<file path="src/rtl/rx_prot_pkg.sv">
// Constants shared by the receiver protection and event manager.
// Assumes converter readings in mV, mA and degrees C, one code per unit.
package rx_prot_pkg;
  localparam int PIN_COUNT = 6;
  localparam int FUNC_W = 8;
  localparam int RD_W = 16;
  localparam int T_W = 8;
  localparam int ACT_W = 3;
  // Action set bit positions
  localparam int ACT_PACKET = 0;
  localparam int ACT_DISC = 1;
  localparam int ACT_INT = 2;
  // Interrupt source positions
  localparam int IRQ_N = 9;
  localparam int IRQ_HARD_OVP = 0;
  localparam int IRQ_FIXED_SOFT_OVP = 1;
  localparam int IRQ_ADJ_SOFT_OVP = 2;
  localparam int IRQ_TEMP_RECT = 3;
  localparam int IRQ_TEMP_REG = 4;
  localparam int IRQ_TEMP_COIL = 5;
  localparam int IRQ_CURRENT_LIMIT = 6;
  localparam int IRQ_SHORT = 7;
  localparam int IRQ_OVERLOAD = 8;
  // Synchroniser slot positions
  localparam int SYNC_W = 3 + PIN_COUNT;
  localparam int S_HARD_OVP = 0;
  localparam int S_FIXED_OVP = 1;
  localparam int S_FIVE_V_GOOD = 2;
  localparam int S_PIN0 = 3;
  // Fixed analog limits, hysteresis and step sizes
  localparam logic [RD_W-1:0] CURRENT_LIMIT_MA = 16'h05DC;
  localparam logic [RD_W-1:0] SHORT_LIMIT_MV = 16'h04E2;
  localparam logic [T_W-1:0] TEMP_HARD_C = 8'h7D;
  localparam logic [T_W-1:0] TEMP_HYST_C = 8'h0A;
  localparam logic [RD_W-1:0] TARGET_STEP_MV = 16'h0019;
  localparam logic [RD_W-1:0] DUMMY_STEP_MA = 16'h0001;
  // Pin function codes
  localparam logic [FUNC_W-1:0] PIN_FUNC_UNUSED = 8'h00;
  localparam logic [FUNC_W-1:0] PIN_FUNC_IRQ_INV_OPENDRAIN = 8'h03;
  localparam logic [FUNC_W-1:0] PIN_FUNC_IRQ_INV_PUSHPULL = 8'h04;
  localparam logic [FUNC_W-1:0] PIN_FUNC_OUTPUT_INHIBIT_IN = 8'h05;
  localparam logic [FUNC_W-1:0] PIN_FUNC_OUTPUT_STATUS = 8'h06;
  localparam logic [FUNC_W-1:0] PIN_FUNC_OUTPUT_STATUS_INV = 8'h07;
  localparam logic [FUNC_W-1:0] PIN_FUNC_OUTPUT_STATUS_INV_OD = 8'h08;
  localparam logic [FUNC_W-1:0] PIN_FUNC_SAMPLE_TICK = 8'h0F;
  localparam logic [FUNC_W-1:0] PIN_FUNC_CORE_READY_N = 8'h1D;
endpackage : rx_prot_pkg

</file>
<file path="src/rtl/rx_protection_event_manager.sv">
// Protection, regulator supervision and pin function logic of the receiver.
// Assumes analog comparators on async pins and converter readings on SYS_CLK_I.
// Behaviour
// - Output target follows nominal voltage setting.
// - Fixed current limit lowers output target.
// - Input loop flags rectified rail below minimum.
// - Dummy current starts full, fades with load.
// - Hard over-voltage clamps coil terminals at once.
// - Clamp held until five-volt supply drops.
// - Either soft over-voltage pulls external clamp low.
// - Adjustable soft over-voltage compared on readings.
// - Over-voltage may request end-transfer packet.
// - Die temperatures readable on dedicated outputs.
// - Die temperature 125C with hysteresis clamps.
// - Three temperature thresholds with action sets.
// - Current limit raises interrupt with actions.
// - Output below 1.25V disables regulator, interrupts.
// - Programmable overload alert with action set.
// - Each pin input, push-pull or open-drain.
// - Interrupt pin mappable, push-pull or open-drain.
// - Codes 0x03, 0x04 interrupt pin functions, 0x00 unused.
// - Code 0x05 input inhibits output when high.
// - Codes 0x06 to 0x08 show output status.
// - Code 0x0F sample ticker, 0x1D core ready.
// - Reset holds core, release reloads configuration.
`timescale 1ns/1ps
module rx_protection_event_manager #(
  parameter int PINS = rx_prot_pkg::PIN_COUNT
) (
  input wire logic SYS_CLK_I,
  input wire logic RESET_I,
  input wire logic HARD_OVP_I,
  input wire logic FIXED_SOFT_OVP_I,
  input wire logic FIVE_V_GOOD_I,
  input wire logic ADC_VALID_I,
  input wire logic [rx_prot_pkg::RD_W-1:0] ADC_RECTIFIED_RAIL_I,
  input wire logic [rx_prot_pkg::RD_W-1:0] ADC_OUTPUT_RAIL_I,
  input wire logic [rx_prot_pkg::RD_W-1:0] ADC_IOUT_I,
  input wire logic [rx_prot_pkg::T_W-1:0] ADC_TEMP_RECT_I,
  input wire logic [rx_prot_pkg::T_W-1:0] ADC_TEMP_REG_I,
  input wire logic [rx_prot_pkg::T_W-1:0] ADC_TEMP_COIL_I,
  input wire logic [rx_prot_pkg::RD_W-1:0] OUTPUT_RAIL_NOMINAL_I,
  input wire logic [rx_prot_pkg::RD_W-1:0] RECTIFIED_RAIL_MIN_I,
  input wire logic [rx_prot_pkg::RD_W-1:0] DUMMY_CURRENT_I,
  input wire logic [rx_prot_pkg::RD_W-1:0] ADJ_OVP_TH_I,
  input wire logic [rx_prot_pkg::RD_W-1:0] OVERLOAD_TH_I,
  input wire logic [3*rx_prot_pkg::T_W-1:0] TEMP_TH_I,
  input wire logic [rx_prot_pkg::IRQ_N*rx_prot_pkg::ACT_W-1:0] ACTION_I,
  input wire logic [rx_prot_pkg::IRQ_N-1:0] IRQ_MAP_I,
  input wire logic [rx_prot_pkg::IRQ_N-1:0] IRQ_CLEAR_I,
  input wire logic INT_OPEN_DRAIN_I,
  input wire logic CONFIG_DONE_I,
  input wire logic [PINS*rx_prot_pkg::FUNC_W-1:0] PIN_FUNC_SEL_I,
  input wire logic [PINS-1:0] PIN_I,
  output logic [PINS-1:0] PIN_O,
  output logic [PINS-1:0] PIN_OE_O,
  output logic INT_N_O,
  output logic INT_OE_O,
  output logic COIL_CLAMP_O,
  output logic EXT_CLAMP_N_O,
  output logic END_TRANSFER_PACKET_O,
  output logic REG_DISABLE_O,
  output logic OUTPUT_ENABLED_O,
  output logic CURRENT_LOOP_O,
  output logic INPUT_LOOP_O,
  output logic [rx_prot_pkg::RD_W-1:0] OUTPUT_RAIL_TARGET_O,
  output logic [rx_prot_pkg::RD_W-1:0] RECTIFIED_RAIL_MIN_O,
  output logic [rx_prot_pkg::RD_W-1:0] DUMMY_CURRENT_O,
  output logic [rx_prot_pkg::T_W-1:0] TEMP_RECT_O,
  output logic [rx_prot_pkg::T_W-1:0] TEMP_REG_O,
  output logic [rx_prot_pkg::IRQ_N-1:0] IRQ_STATUS_O,
  output logic CONFIG_RELOAD_O,
  output logic CORE_READY_O
);
  localparam int SW = 3 + PINS;
  localparam int RW = rx_prot_pkg::RD_W;
  localparam int TW = rx_prot_pkg::T_W;
  localparam int NI = rx_prot_pkg::IRQ_N;

  // Two-stage synchronisers for async inputs
  logic [SW-1:0] sync1_r;
  logic [SW-1:0] sync2_r;
  always_ff @(posedge SYS_CLK_I or posedge RESET_I) begin
    if (RESET_I) begin
      sync1_r <= '0;
      sync2_r <= '0;
    end else begin
      sync1_r <= {PIN_I, FIVE_V_GOOD_I, FIXED_SOFT_OVP_I, HARD_OVP_I};
      sync2_r <= sync1_r;
    end
  end
  wire logic hard_ovp_s = sync2_r[rx_prot_pkg::S_HARD_OVP];
  wire logic fixed_ovp_s = sync2_r[rx_prot_pkg::S_FIXED_OVP];
  wire logic five_good_s = sync2_r[rx_prot_pkg::S_FIVE_V_GOOD];

  // Measurement group, updated on converter samples; vmin_r follows its setting every cycle
  logic [TW-1:0] temp_rect_r, temp_rect_nxt, temp_reg_r, temp_reg_nxt;
  logic [RW-1:0] vmin_r, vmin_nxt;
  logic adj_ovp_r, adj_ovp_nxt, ilim_r, ilim_nxt, short_r, short_nxt;
  logic overload_r, overload_nxt, inloop_r, inloop_nxt, hot_r, hot_nxt;
  logic tick_r, tick_nxt;
  logic [2:0] tuser_r, tuser_nxt;
  always_comb begin
    temp_rect_nxt = temp_rect_r;
    temp_reg_nxt = temp_reg_r;
    vmin_nxt = RECTIFIED_RAIL_MIN_I;
    adj_ovp_nxt = adj_ovp_r;
    ilim_nxt = ilim_r;
    short_nxt = short_r;
    overload_nxt = overload_r;
    inloop_nxt = inloop_r;
    hot_nxt = hot_r;
    tick_nxt = tick_r;
    tuser_nxt = tuser_r;
    if (ADC_VALID_I) begin
      temp_rect_nxt = ADC_TEMP_RECT_I;
      temp_reg_nxt = ADC_TEMP_REG_I;
      adj_ovp_nxt = ADC_RECTIFIED_RAIL_I > ADJ_OVP_TH_I;
      ilim_nxt = ADC_IOUT_I >= rx_prot_pkg::CURRENT_LIMIT_MA;
      short_nxt = ADC_OUTPUT_RAIL_I < rx_prot_pkg::SHORT_LIMIT_MV;
      overload_nxt = ADC_IOUT_I >= OVERLOAD_TH_I;
      inloop_nxt = ADC_RECTIFIED_RAIL_I < RECTIFIED_RAIL_MIN_I;
      tuser_nxt[0] = ADC_TEMP_RECT_I >= TEMP_TH_I[0*TW +: TW];
      tuser_nxt[1] = ADC_TEMP_REG_I >= TEMP_TH_I[1*TW +: TW];
      tuser_nxt[2] = ADC_TEMP_COIL_I >= TEMP_TH_I[2*TW +: TW];
      tick_nxt = ~tick_r;
      if (ADC_TEMP_RECT_I >= rx_prot_pkg::TEMP_HARD_C ||
          ADC_TEMP_REG_I >= rx_prot_pkg::TEMP_HARD_C) begin
        hot_nxt = 1'b1;
      end else if (ADC_TEMP_RECT_I < rx_prot_pkg::TEMP_HARD_C - rx_prot_pkg::TEMP_HYST_C &&
                   ADC_TEMP_REG_I < rx_prot_pkg::TEMP_HARD_C - rx_prot_pkg::TEMP_HYST_C) begin
        hot_nxt = 1'b0;
      end
    end
  end
  always_ff @(posedge SYS_CLK_I or posedge RESET_I) begin
    if (RESET_I) begin
      temp_rect_r <= '0;
      temp_reg_r <= '0;
      vmin_r <= '0;
      {adj_ovp_r, ilim_r, short_r, overload_r, inloop_r, hot_r, tick_r} <= '0;
      tuser_r <= '0;
    end else begin
      temp_rect_r <= temp_rect_nxt;
      temp_reg_r <= temp_reg_nxt;
      vmin_r <= vmin_nxt;
      {adj_ovp_r, ilim_r, short_r, overload_r, inloop_r, hot_r, tick_r} <=
        {adj_ovp_nxt, ilim_nxt, short_nxt, overload_nxt, inloop_nxt, hot_nxt, tick_nxt};
      tuser_r <= tuser_nxt;
    end
  end

  // Event vector and per-source actions
  logic [NI-1:0] ev, rise, pkt_want, disc_want, int_en, keep_vec;
  assign ev = {overload_r, short_r, ilim_r, tuser_r, adj_ovp_r, fixed_ovp_s,
               hard_ovp_s | hot_r};
  for (genvar i = 0; i < NI; i++) begin : g_act
    assign pkt_want[i] = ACTION_I[i*rx_prot_pkg::ACT_W + rx_prot_pkg::ACT_PACKET];
    assign disc_want[i] = ACTION_I[i*rx_prot_pkg::ACT_W + rx_prot_pkg::ACT_DISC];
    assign int_en[i] = IRQ_MAP_I[i] | ACTION_I[i*rx_prot_pkg::ACT_W + rx_prot_pkg::ACT_INT];
  end

  // Pin function decode
  logic [PINS-1:0] pin_out_nxt, pin_oe_nxt, inhibit_vec;
  logic irq_r, out_en_r, ready_r;
  for (genvar p = 0; p < PINS; p++) begin : g_pin
    wire logic [rx_prot_pkg::FUNC_W-1:0] fsel = PIN_FUNC_SEL_I[p*rx_prot_pkg::FUNC_W +:
                                                              rx_prot_pkg::FUNC_W];
    assign inhibit_vec[p] = (fsel == rx_prot_pkg::PIN_FUNC_OUTPUT_INHIBIT_IN) &&
                            sync2_r[rx_prot_pkg::S_PIN0 + p];
    always_comb begin
      pin_out_nxt[p] = 1'b0;
      pin_oe_nxt[p] = 1'b0;
      unique case (fsel)
        rx_prot_pkg::PIN_FUNC_IRQ_INV_OPENDRAIN: begin
          pin_oe_nxt[p] = irq_r;
        end
        rx_prot_pkg::PIN_FUNC_IRQ_INV_PUSHPULL: begin
          pin_out_nxt[p] = ~irq_r;
          pin_oe_nxt[p] = 1'b1;
        end
        rx_prot_pkg::PIN_FUNC_OUTPUT_STATUS: begin
          pin_out_nxt[p] = out_en_r;
          pin_oe_nxt[p] = 1'b1;
        end
        rx_prot_pkg::PIN_FUNC_OUTPUT_STATUS_INV: begin
          pin_out_nxt[p] = ~out_en_r;
          pin_oe_nxt[p] = 1'b1;
        end
        rx_prot_pkg::PIN_FUNC_OUTPUT_STATUS_INV_OD: begin
          pin_oe_nxt[p] = out_en_r;
        end
        rx_prot_pkg::PIN_FUNC_SAMPLE_TICK: begin
          pin_out_nxt[p] = tick_r;
          pin_oe_nxt[p] = 1'b1;
        end
        rx_prot_pkg::PIN_FUNC_CORE_READY_N: begin
          pin_out_nxt[p] = ~ready_r;
          pin_oe_nxt[p] = 1'b1;
        end
        default: begin
          pin_oe_nxt[p] = 1'b0;
        end
      endcase
    end
  end

  // Protection group
  logic clamp_r, clamp_nxt, ext_n_r, ext_n_nxt, pkt_r, pkt_nxt;
  logic reg_dis_r, reg_dis_nxt, out_en_nxt, irq_nxt, int_n_nxt, int_oe_nxt;
  logic int_n_r, int_oe_r, started_r, reload_r, ready_nxt;
  logic [NI-1:0] status_r, status_nxt, prev_r;
  logic [RW-1:0] target_r, target_nxt, dummy_r, dummy_nxt, dummy_goal;
  logic [PINS-1:0] pin_out_r, pin_oe_r;
  assign keep_vec = status_r & ~IRQ_CLEAR_I;
  assign rise = ev & ~prev_r;
  always_comb begin
    clamp_nxt = clamp_r;
    if (ev[rx_prot_pkg::IRQ_HARD_OVP]) begin
      clamp_nxt = 1'b1;
    end else if (!five_good_s) begin
      clamp_nxt = 1'b0;
    end
    ext_n_nxt = ~(fixed_ovp_s | adj_ovp_r);
    status_nxt = keep_vec | ev;
    pkt_nxt = |(rise & pkt_want);
    reg_dis_nxt = short_r | (reg_dis_r & status_r[rx_prot_pkg::IRQ_SHORT]);
    out_en_nxt = ~(reg_dis_r | (|(status_r & disc_want)) | (|inhibit_vec));
    irq_nxt = |(status_r & int_en);
    int_n_nxt = INT_OPEN_DRAIN_I ? 1'b0 : ~irq_r;
    int_oe_nxt = INT_OPEN_DRAIN_I ? irq_r : 1'b1;
    ready_nxt = ready_r | (started_r & CONFIG_DONE_I);
    target_nxt = target_r;
    if (ADC_VALID_I) begin
      if (ilim_r) begin
        target_nxt = (target_r > rx_prot_pkg::TARGET_STEP_MV) ?
                     target_r - rx_prot_pkg::TARGET_STEP_MV : '0;
      end else if (target_r + rx_prot_pkg::TARGET_STEP_MV < OUTPUT_RAIL_NOMINAL_I) begin
        target_nxt = target_r + rx_prot_pkg::TARGET_STEP_MV;
      end else begin
        target_nxt = OUTPUT_RAIL_NOMINAL_I;
      end
    end
    dummy_goal = (ADC_IOUT_I < DUMMY_CURRENT_I) ? DUMMY_CURRENT_I - ADC_IOUT_I : '0;
    dummy_nxt = dummy_r;
    if (ADC_VALID_I) begin
      if (dummy_r <= dummy_goal) begin
        dummy_nxt = dummy_goal;
      end else begin
        dummy_nxt = dummy_r - rx_prot_pkg::DUMMY_STEP_MA;
      end
    end
  end
  always_ff @(posedge SYS_CLK_I or posedge RESET_I) begin
    if (RESET_I) begin
      {clamp_r, pkt_r, reg_dis_r, irq_r, int_oe_r, started_r, reload_r, ready_r} <= '0;
      {ext_n_r, out_en_r, int_n_r} <= '1;
      status_r <= '0;
      prev_r <= '0;
      target_r <= '0;
      dummy_r <= '0;
      pin_out_r <= '0;
      pin_oe_r <= '0;
    end else begin
      {clamp_r, pkt_r, reg_dis_r, irq_r, int_oe_r} <=
        {clamp_nxt, pkt_nxt, reg_dis_nxt, irq_nxt, int_oe_nxt};
      started_r <= 1'b1;
      reload_r <= ~started_r;
      ready_r <= ready_nxt;
      {ext_n_r, out_en_r, int_n_r} <= {ext_n_nxt, out_en_nxt, int_n_nxt};
      status_r <= status_nxt;
      prev_r <= ev;
      target_r <= target_nxt;
      dummy_r <= dummy_nxt;
      pin_out_r <= pin_out_nxt;
      pin_oe_r <= pin_oe_nxt;
    end
  end

  assign PIN_O = pin_out_r;
  assign PIN_OE_O = pin_oe_r;
  assign INT_N_O = int_n_r;
  assign INT_OE_O = int_oe_r;
  assign COIL_CLAMP_O = clamp_r;
  assign EXT_CLAMP_N_O = ext_n_r;
  assign END_TRANSFER_PACKET_O = pkt_r;
  assign REG_DISABLE_O = reg_dis_r;
  assign OUTPUT_ENABLED_O = out_en_r;
  assign CURRENT_LOOP_O = ilim_r;
  assign INPUT_LOOP_O = inloop_r;
  assign OUTPUT_RAIL_TARGET_O = target_r;
  assign RECTIFIED_RAIL_MIN_O = vmin_r;
  assign DUMMY_CURRENT_O = dummy_r;
  assign TEMP_RECT_O = temp_rect_r;
  assign TEMP_REG_O = temp_reg_r;
  assign IRQ_STATUS_O = status_r;
  assign CONFIG_RELOAD_O = reload_r;
  assign CORE_READY_O = ready_r;
endmodule : rx_protection_event_manager

</file>
<file path="config.mk">
export PLATFORM = sky130hd
export DESIGN_NAME = rx_protection_event_manager
export DESIGN_NICKNAME = d
export VERILOG_FILES = /design/src/rtl/rx_prot_pkg.sv /design/src/rtl/rx_protection_event_manager.sv
export SDC_FILE = /design/constraint.sdc
export NUM_CORES = 1
export LEC_CHECK = 0
export ABC_AREA = 1
export BUFFER_PORTS_ARGS = -buffer_cell sky130_fd_sc_hd__buf_2
export CAP_MARGIN = 40
export CORE_MARGIN = 4
export CORE_UTILIZATION = 50
export CTS_CLUSTER_SIZE = 28
export DETAILED_ROUTE_END_ITERATION = 12
export MAX_ROUTING_LAYER = met4
export PLACE_DENSITY = 0.87
export SLEW_MARGIN = 20
export SYNTH_ARGS = -nofsm -noshare
export SYNTH_HDL_FRONTEND = slang
export SYNTH_SLANG_ARGS = --single-unit
</file>
<file path="constraint.sdc">
create_clock -name SYS_CLK_I -period 7.28 [get_ports SYS_CLK_I]
set_input_delay 0.364 -clock SYS_CLK_I [delete_from_list [all_inputs] [get_ports SYS_CLK_I]]
set_output_delay 0.364 -clock SYS_CLK_I [all_outputs]
set_load 0.02 [all_outputs]
</file>
After elaboration in Yosys (flattened, before gate mapping)
Index checks and enable logic that the tools add are counted.
- output and inout port bits: 96
- register bits after elaboration: 133
- input bits: 283
- word-level logic and storage cells: 174
- bitwise operators: 32
- reductions and logical operators: 20
- add/sub/neg operators: 4
- order comparisons: 16
- muxes and demuxes: 23
- equal/unequal tests: 49
- operator list (operator ; count):
    == test 8 x 3 -> 1 bit, second input constant ; 24
    == test 8 x 4 -> 1 bit, second input constant ; 12
    two-way mux 16 bit ; 5
    == test 8 x 2 -> 1 bit, second input constant ; 6
    == test 8 x 5 -> 1 bit, second input constant ; 6
    less-than comparator 16 bit ; 3
    AND 9 bit ; 5
    one-hot mux 1 bit (5 select lines) ; 6
    OR reduction 5 bit ; 6
    OR reduction 9 bit ; 3
    >= comparator 8 bit ; 3
    NOT 9 bit ; 2
    one-hot mux 1 bit (3 select lines) ; 6
    adder 16 x 5 -> 16 bit, second input constant ; 1
    >= comparator 16 x 11 -> 1 bit, second input constant ; 1
    >= comparator 16 bit ; 1
    >= comparator 8 x 7 -> 1 bit, second input constant ; 2
    greater-than comparator 16 bit ; 1
    greater-than comparator 16 x 5 -> 1 bit, second input constant ; 1
    <= comparator 16 bit ; 1
    less-than comparator 16 x 11 -> 1 bit, second input constant ; 1
    less-than comparator 8 x 7 -> 1 bit, second input constant ; 2
    subtractor 16 x 1 -> 16 bit, second input constant ; 1
    subtractor 16 bit ; 1
    other kinds (12) ; 44

Longest topological paths before layout
- depth in word-level cells: 5
- gate-level depth with buffers: 28
- gate-level depth less buffers: 27

Least setup slack after synthesis
Ideal clock, no wire load.
- kind: input-to-reg
- start point: input port DUMMY_CURRENT_I[0] (netlist name)
- end point: register dummy_r[5] (netlist: DUMMY_CURRENT_O[5])
- arrival time: 2.869 ns
- cell stages on the path: 23
- buffers on the path: 1
- setup time: 0.117 ns
- required time: 7.163 ns
- slack: 4.293 ns
- cell sequence: inv_1 ha_1 inv_1 fa_1 nand2_1 nand2_1 nand3_1 nand2_2 nand2_2 nand2_4 nand2_4 nor2_1 nand2_1 ha_1 a21oi_1 o21ai_0 a21oi_1 nand2_2 nand2_2 buf_2 nand2_1 nand3_1 nand2_1
- cells in the longest elaborated chain, start to end: 4
- elaborated cells on any way between the ends: 5
- ends and longest elaborated chain (element ; line ; text):
    from (decl) ; rx_protection_event_manager.sv:44 ; input wire logic [rx_prot_pkg::RD_W-1:0] DUMMY_CURRENT_I,
    subtractor 16 bit or less-than comparator 16 bit (tied branches) ; rx_protection_event_manager.sv:244 ; dummy_goal = (ADC_IOUT_I < DUMMY_CURRENT_I) ? DUMMY_CURRENT_I - ADC_IOUT_I : '0;
    two-way mux 16 bit * ; rx_protection_event_manager.sv:244 ;
    <= comparator 16 bit ; rx_protection_event_manager.sv:247 ; if (dummy_r <= dummy_goal) begin
    two-way mux 16 bit * ; rx_protection_event_manager.sv:247 ;
    to (signal assigned) ; rx_protection_event_manager.sv:274 ; dummy_r <= dummy_nxt;
    to (decl) ; rx_protection_event_manager.sv:213 ; logic [RW-1:0] target_r, target_nxt, dummy_r, dummy_nxt, dummy_goal;
Every way passes the cells marked *; elsewhere a longest branch is shown, timed or not.
A chain may end at the register's enable or synchronous reset.

Worst setup path in the final report
- start point: register target_r[0] (netlist: OUTPUT_RAIL_TARGET_O[0])
- end point: register target_r[4] (netlist: OUTPUT_RAIL_TARGET_O[4])
- cells in the longest elaborated chain, start to end: 4
- elaborated cells on any way between the ends: 7
- ends and longest elaborated chain (element ; line ; text):
    from (decl) ; rx_protection_event_manager.sv:213 ;
    from (signal assigned) ; rx_protection_event_manager.sv:273 ; target_r <= target_nxt;
    adder 16 x 5 -> 16 bit ; rx_protection_event_manager.sv:238, rx_protection_event_manager.sv:239 ;
    less-than comparator 16 bit ; rx_protection_event_manager.sv:238 ; end else if (target_r + rx_prot_pkg::TARGET_STEP_MV < OUTPUT_RAIL_NOMINAL_I) begin
    two-way mux 16 bit ; rx_protection_event_manager.sv:238 ;
    two-way mux 16 bit * ; rx_protection_event_manager.sv:235 ; if (ilim_r) begin
Marked as above.

==> metrics.yaml <==
global_route:
  antenna_violations_before_repair: 6
  grt_pass1_wl_mm: 57.12
  grt.overflow.total: 0
  largest_net_degree_at_the_start_of_global_routing: 82
  gr-usage-all-layers_pct: 30.27
  first_global_vias: 11850
place:
  buffers_on_ports: 377
  post_dp_cell_area_sq_mm: 0.01299
  finalWeightedCongestion: 1.002
  post-dp-hpwl_mm: 29.26
outcome:
  outcome: "finished clean"
critical_path:
  crit_path_cell_trace: "ha_1 -> nand2_1 -> nand3_1 -> nand2_1 -> inv_1 -> nand3_1 -> nand2_1 -> inv_1 -> ha_1 -> nand2_1 -> o21ai_0 -> a21oi_2 -> nand2_2 -> nand2_1 -> nand3_1 -> a21oi_1"
  critPathTopFamily: "simple AND/OR/NAND/NOR gates"
  path_max_fanout: 17
  critical-path-top-cell-by-count: "sky130_fd_sc_hd__nand2_1"
  req_time_crit_path_ns: 7.62
  timing.critical_path.slowest_stage_cell: "sky130_fd_sc_hd__a21oi_2"
  critical_path_buf_inv_count: 2
  cp-end-kind: "flop"
  timing.setup.critical_path_class: "flop to flop"
  startpoint_type: "flop"
  worstPathArrival_ns: 3.82
  highest_cell_delay_on_the_worst_timing_path_ns: 0.66
clocking:
  worstSkewPairLatency_ns: 0.43
  post_cts_hold_buffer_count: 0
  postCtsSetupRepairBufs: 0
  count_of_clock_tree_sinks: 133
  cts.path.max_buffers: 2
  cts_made_buffers: 17
  cts_root_buf: "sky130_fd_sc_hd__clkbuf_16"
  clk_pin_slew_worst_paths_ns: 0.08
  cts_resized: 0
  cts_tree: "built"
  h_tree_level_count: 4
detailed_routing:
  drt-wirelength-per-cell_um: 16.36
  vias: 12040
  wl_mm: 36.73
  drt-initial-drc-count: 697
  remaining_drc_errors: 0
  dr.pass1.iters: 6
  post_drt_via_cell_ratio: 5.361
  antenna_violating_nets_post_route: 0
floorplanning:
  die_width_um: 155.5
  die_h_um: 155.5
  floorplan.core_area_sq_mm: 0.02122
  top_level_ports: 379
  design.die.area_sq_mm: 0.02417
  floorplan.initialDensity_pct: 51.24
  rows: 53
logic_synthesis:
  synthCells: 1579
  synth_area_leaders: "sky130_fd_sc_hd__dfrtp_1 30%, sky130_fd_sc_hd__nand2_1 15%, sky130_fd_sc_hd__ha_1 14%, sky130_fd_sc_hd__inv_1 9.5%, sky130_fd_sc_hd__nand3_1 5.2%"
  synth_area_per_cell_sq_um: 6.886
  synth_flop_cell: "sky130_fd_sc_hd__dfrtp_1"
  yosys.cell_types.count: 51
  synth-seq-area-share_pct: 30.64
  post-synth-top-count-cell: "sky130_fd_sc_hd__nand2_1"
  ys_seq_elements: 133
  synthesis.area_sq_mm: 0.01087
  syn-num-nets: 1985
  synth_warn: 0
  ys_async_sr_fraction_pct: 100.0
  top_cell_types_by_occurrence_after_synthesis: "436 x sky130_fd_sc_hd__nand2_1, 275 x sky130_fd_sc_hd__inv_1, 133 x sky130_fd_sc_hd__nor2_1"
  netlist.top_cell.by_area: "sky130_fd_sc_hd__dfrtp_1"
  yosysTopAreaCellShare_pct: 29.92
  number_of_enable_flip_flop_cells_after_synthesis: 0
power:
  post-layout-total-power_mw: 3.656
  power_density_of_the_placed_cells_mw_per_mm2: 267.3
  leakagePower_nw: 7.890
  max-vdd-ir-drop_uv: 152.8
timing:
  fmax_mhz: 287.4
  post-route-min-period_ns: 3.480
  setup_tns_ns: 0
  skew_ns: 0.01544
  rsz0062_at_grt: "false"
  final.period_utilization_pct: 47.80
  slew_viol_final: 0
  max_slew.worst_pin.slew_ns: 0.8025
  final-hold-violation-count: 0
  slew_headroom_pct: 46.50
  final_number_of_setup_violating_endpoints: 0
layout:
  fraction_of_layout_instances_using_a_drive_strength_above_1_pct: 23.57
  final_core_utilization_pct: 64.45
  area_growth_syn_to_layout_pct: 25.78
  num-fill-cells: 1827
  nNetsFinal: 2357
  layout.cell_area.non_filler_sq_mm: 0.01368
flow_run:
  drv_cap: 0
hold_path:
  worst_hold_path_type: "primary input to flop"
## through the flow
stage	worst slack (ns)	cells	hold slack, ns
6_report	3.800	2245	0.03006
5_1_grt	3.370	2245	0.02777
4_1_cts	3.840	2237	0.01905
3_5_place_dp	3.543	2205	0.3347
3_3_place_gp	3.582	2205	0.3313
2_1_floorplan	3.367	1579	0.3312
## routing by layer
layer	global-route usage [%]	up-vias	wire (um)
li1	-	5812	-
met1	34.47	5464	13930
met2	51.20	641	17940
met3	5.341	119	3060
met4	15.42	0	1807
met5	-	-	0
## layout make-up
cell class                      count  area, sq um  share of cell area (%)
Multi-Input combinational cell   1135         6336                   46.33
Clock buffer                       17        425.4                   3.111
Clock inverter                     15        207.7                   1.519
Timing Repair Buffer              382         1947                   14.24
Sequential cell                   133         3332                   24.36
Inverter                          282         1069                   7.813
Tap cell                          275        344.1                   2.516
Antenna cell                        6        15.01                  0.1098
## path summary, 6_finish.rpt
kind,slack (ns),depth (start not counted),endpoint,from
setup / recovery,3.80,16,OUTPUT_RAIL_TARGET_O[4],OUTPUT_RAIL_TARGET_O[0]
min in group asynchronous,0.43,3,PIN_OE_O[4],RESET_I
setup reg to reg,3.80,16,OUTPUT_RAIL_TARGET_O[4],OUTPUT_RAIL_TARGET_O[0]
hold / removal,0.03,1,sync1_r[6],PIN_I[3]
hold reg to reg,0.34,0,sync2_r[5],sync1_r[5]
max in group asynchronous,5.94,4,sync1_r[7],RESET_I
## cells in the final DEF, fill, tap and decap left out, types with 7 or more instances in the layout
master,count
sky130_fd_sc_hd__nor2_1,133
sky130_fd_sc_hd__nand3_2,7
sky130_fd_sc_hd__o21ai_0,57
sky130_fd_sc_hd__nor3_1,15
sky130_fd_sc_hd__nand3b_1,7
sky130_fd_sc_hd__nor2_2,10
sky130_fd_sc_hd__xnor2_1,11
sky130_fd_sc_hd__nor4_1,10
sky130_fd_sc_hd__o2111ai_1,9
sky130_fd_sc_hd__nand2_2,10
sky130_fd_sc_hd__a21oi_1,89
sky130_fd_sc_hd__xor2_1,21
sky130_fd_sc_hd__clkbuf_16,17
sky130_fd_sc_hd__ha_1,122
sky130_fd_sc_hd__nand4_1,30
sky130_fd_sc_hd__dfrtp_1,130
sky130_fd_sc_hd__nand2_1,436
sky130_fd_sc_hd__inv_1,273
sky130_fd_sc_hd__buf_2,377
sky130_fd_sc_hd__nand3_1,114
## kinds of logic after synthesis
| logic type | count (synthesis) | share of synthesized area (%) |
|---|---|---|
| AOI/OAI and AO/OA | 194 | 10.21 |
| xor gates and xnor gates | 32 | 2.578 |
| adders and majority gates | 123 | 14.22 |
| buffers and inverters | 311 | 11.08 |
| DFF | 133 | 30.64 |
| other | 1 | 0.03449 |
| and+or+nand+nor | 785 | 31.23 |
## registers in the layout, summed over array words and instances, names as in the netlist, 3 cells and up
| signal | cells |
|---|---|
| DUMMY_CURRENT_O | 16 |
| OUTPUT_RAIL_TARGET_O | 16 |
| RECTIFIED_RAIL_MIN_O | 16 |
| IRQ_STATUS_O | 9 |
| prev_r | 9 |
| sync1_r | 9 |
| sync2_r | 9 |
| TEMP_RECT_O | 8 |
| TEMP_REG_O | 8 |
| PIN_OE_O | 6 |
| PIN_O | 6 |
| tuser_r | 3 |
## power breakdown
group,internal [mW],total (mW),switching (mW)
logic,0.606,1.67,1.07
registers,0.850,1.05,0.196
clock network,0.529,0.938,0.409
total,1.99,3.66,1.67
Power figures use the tool's default switching activity.
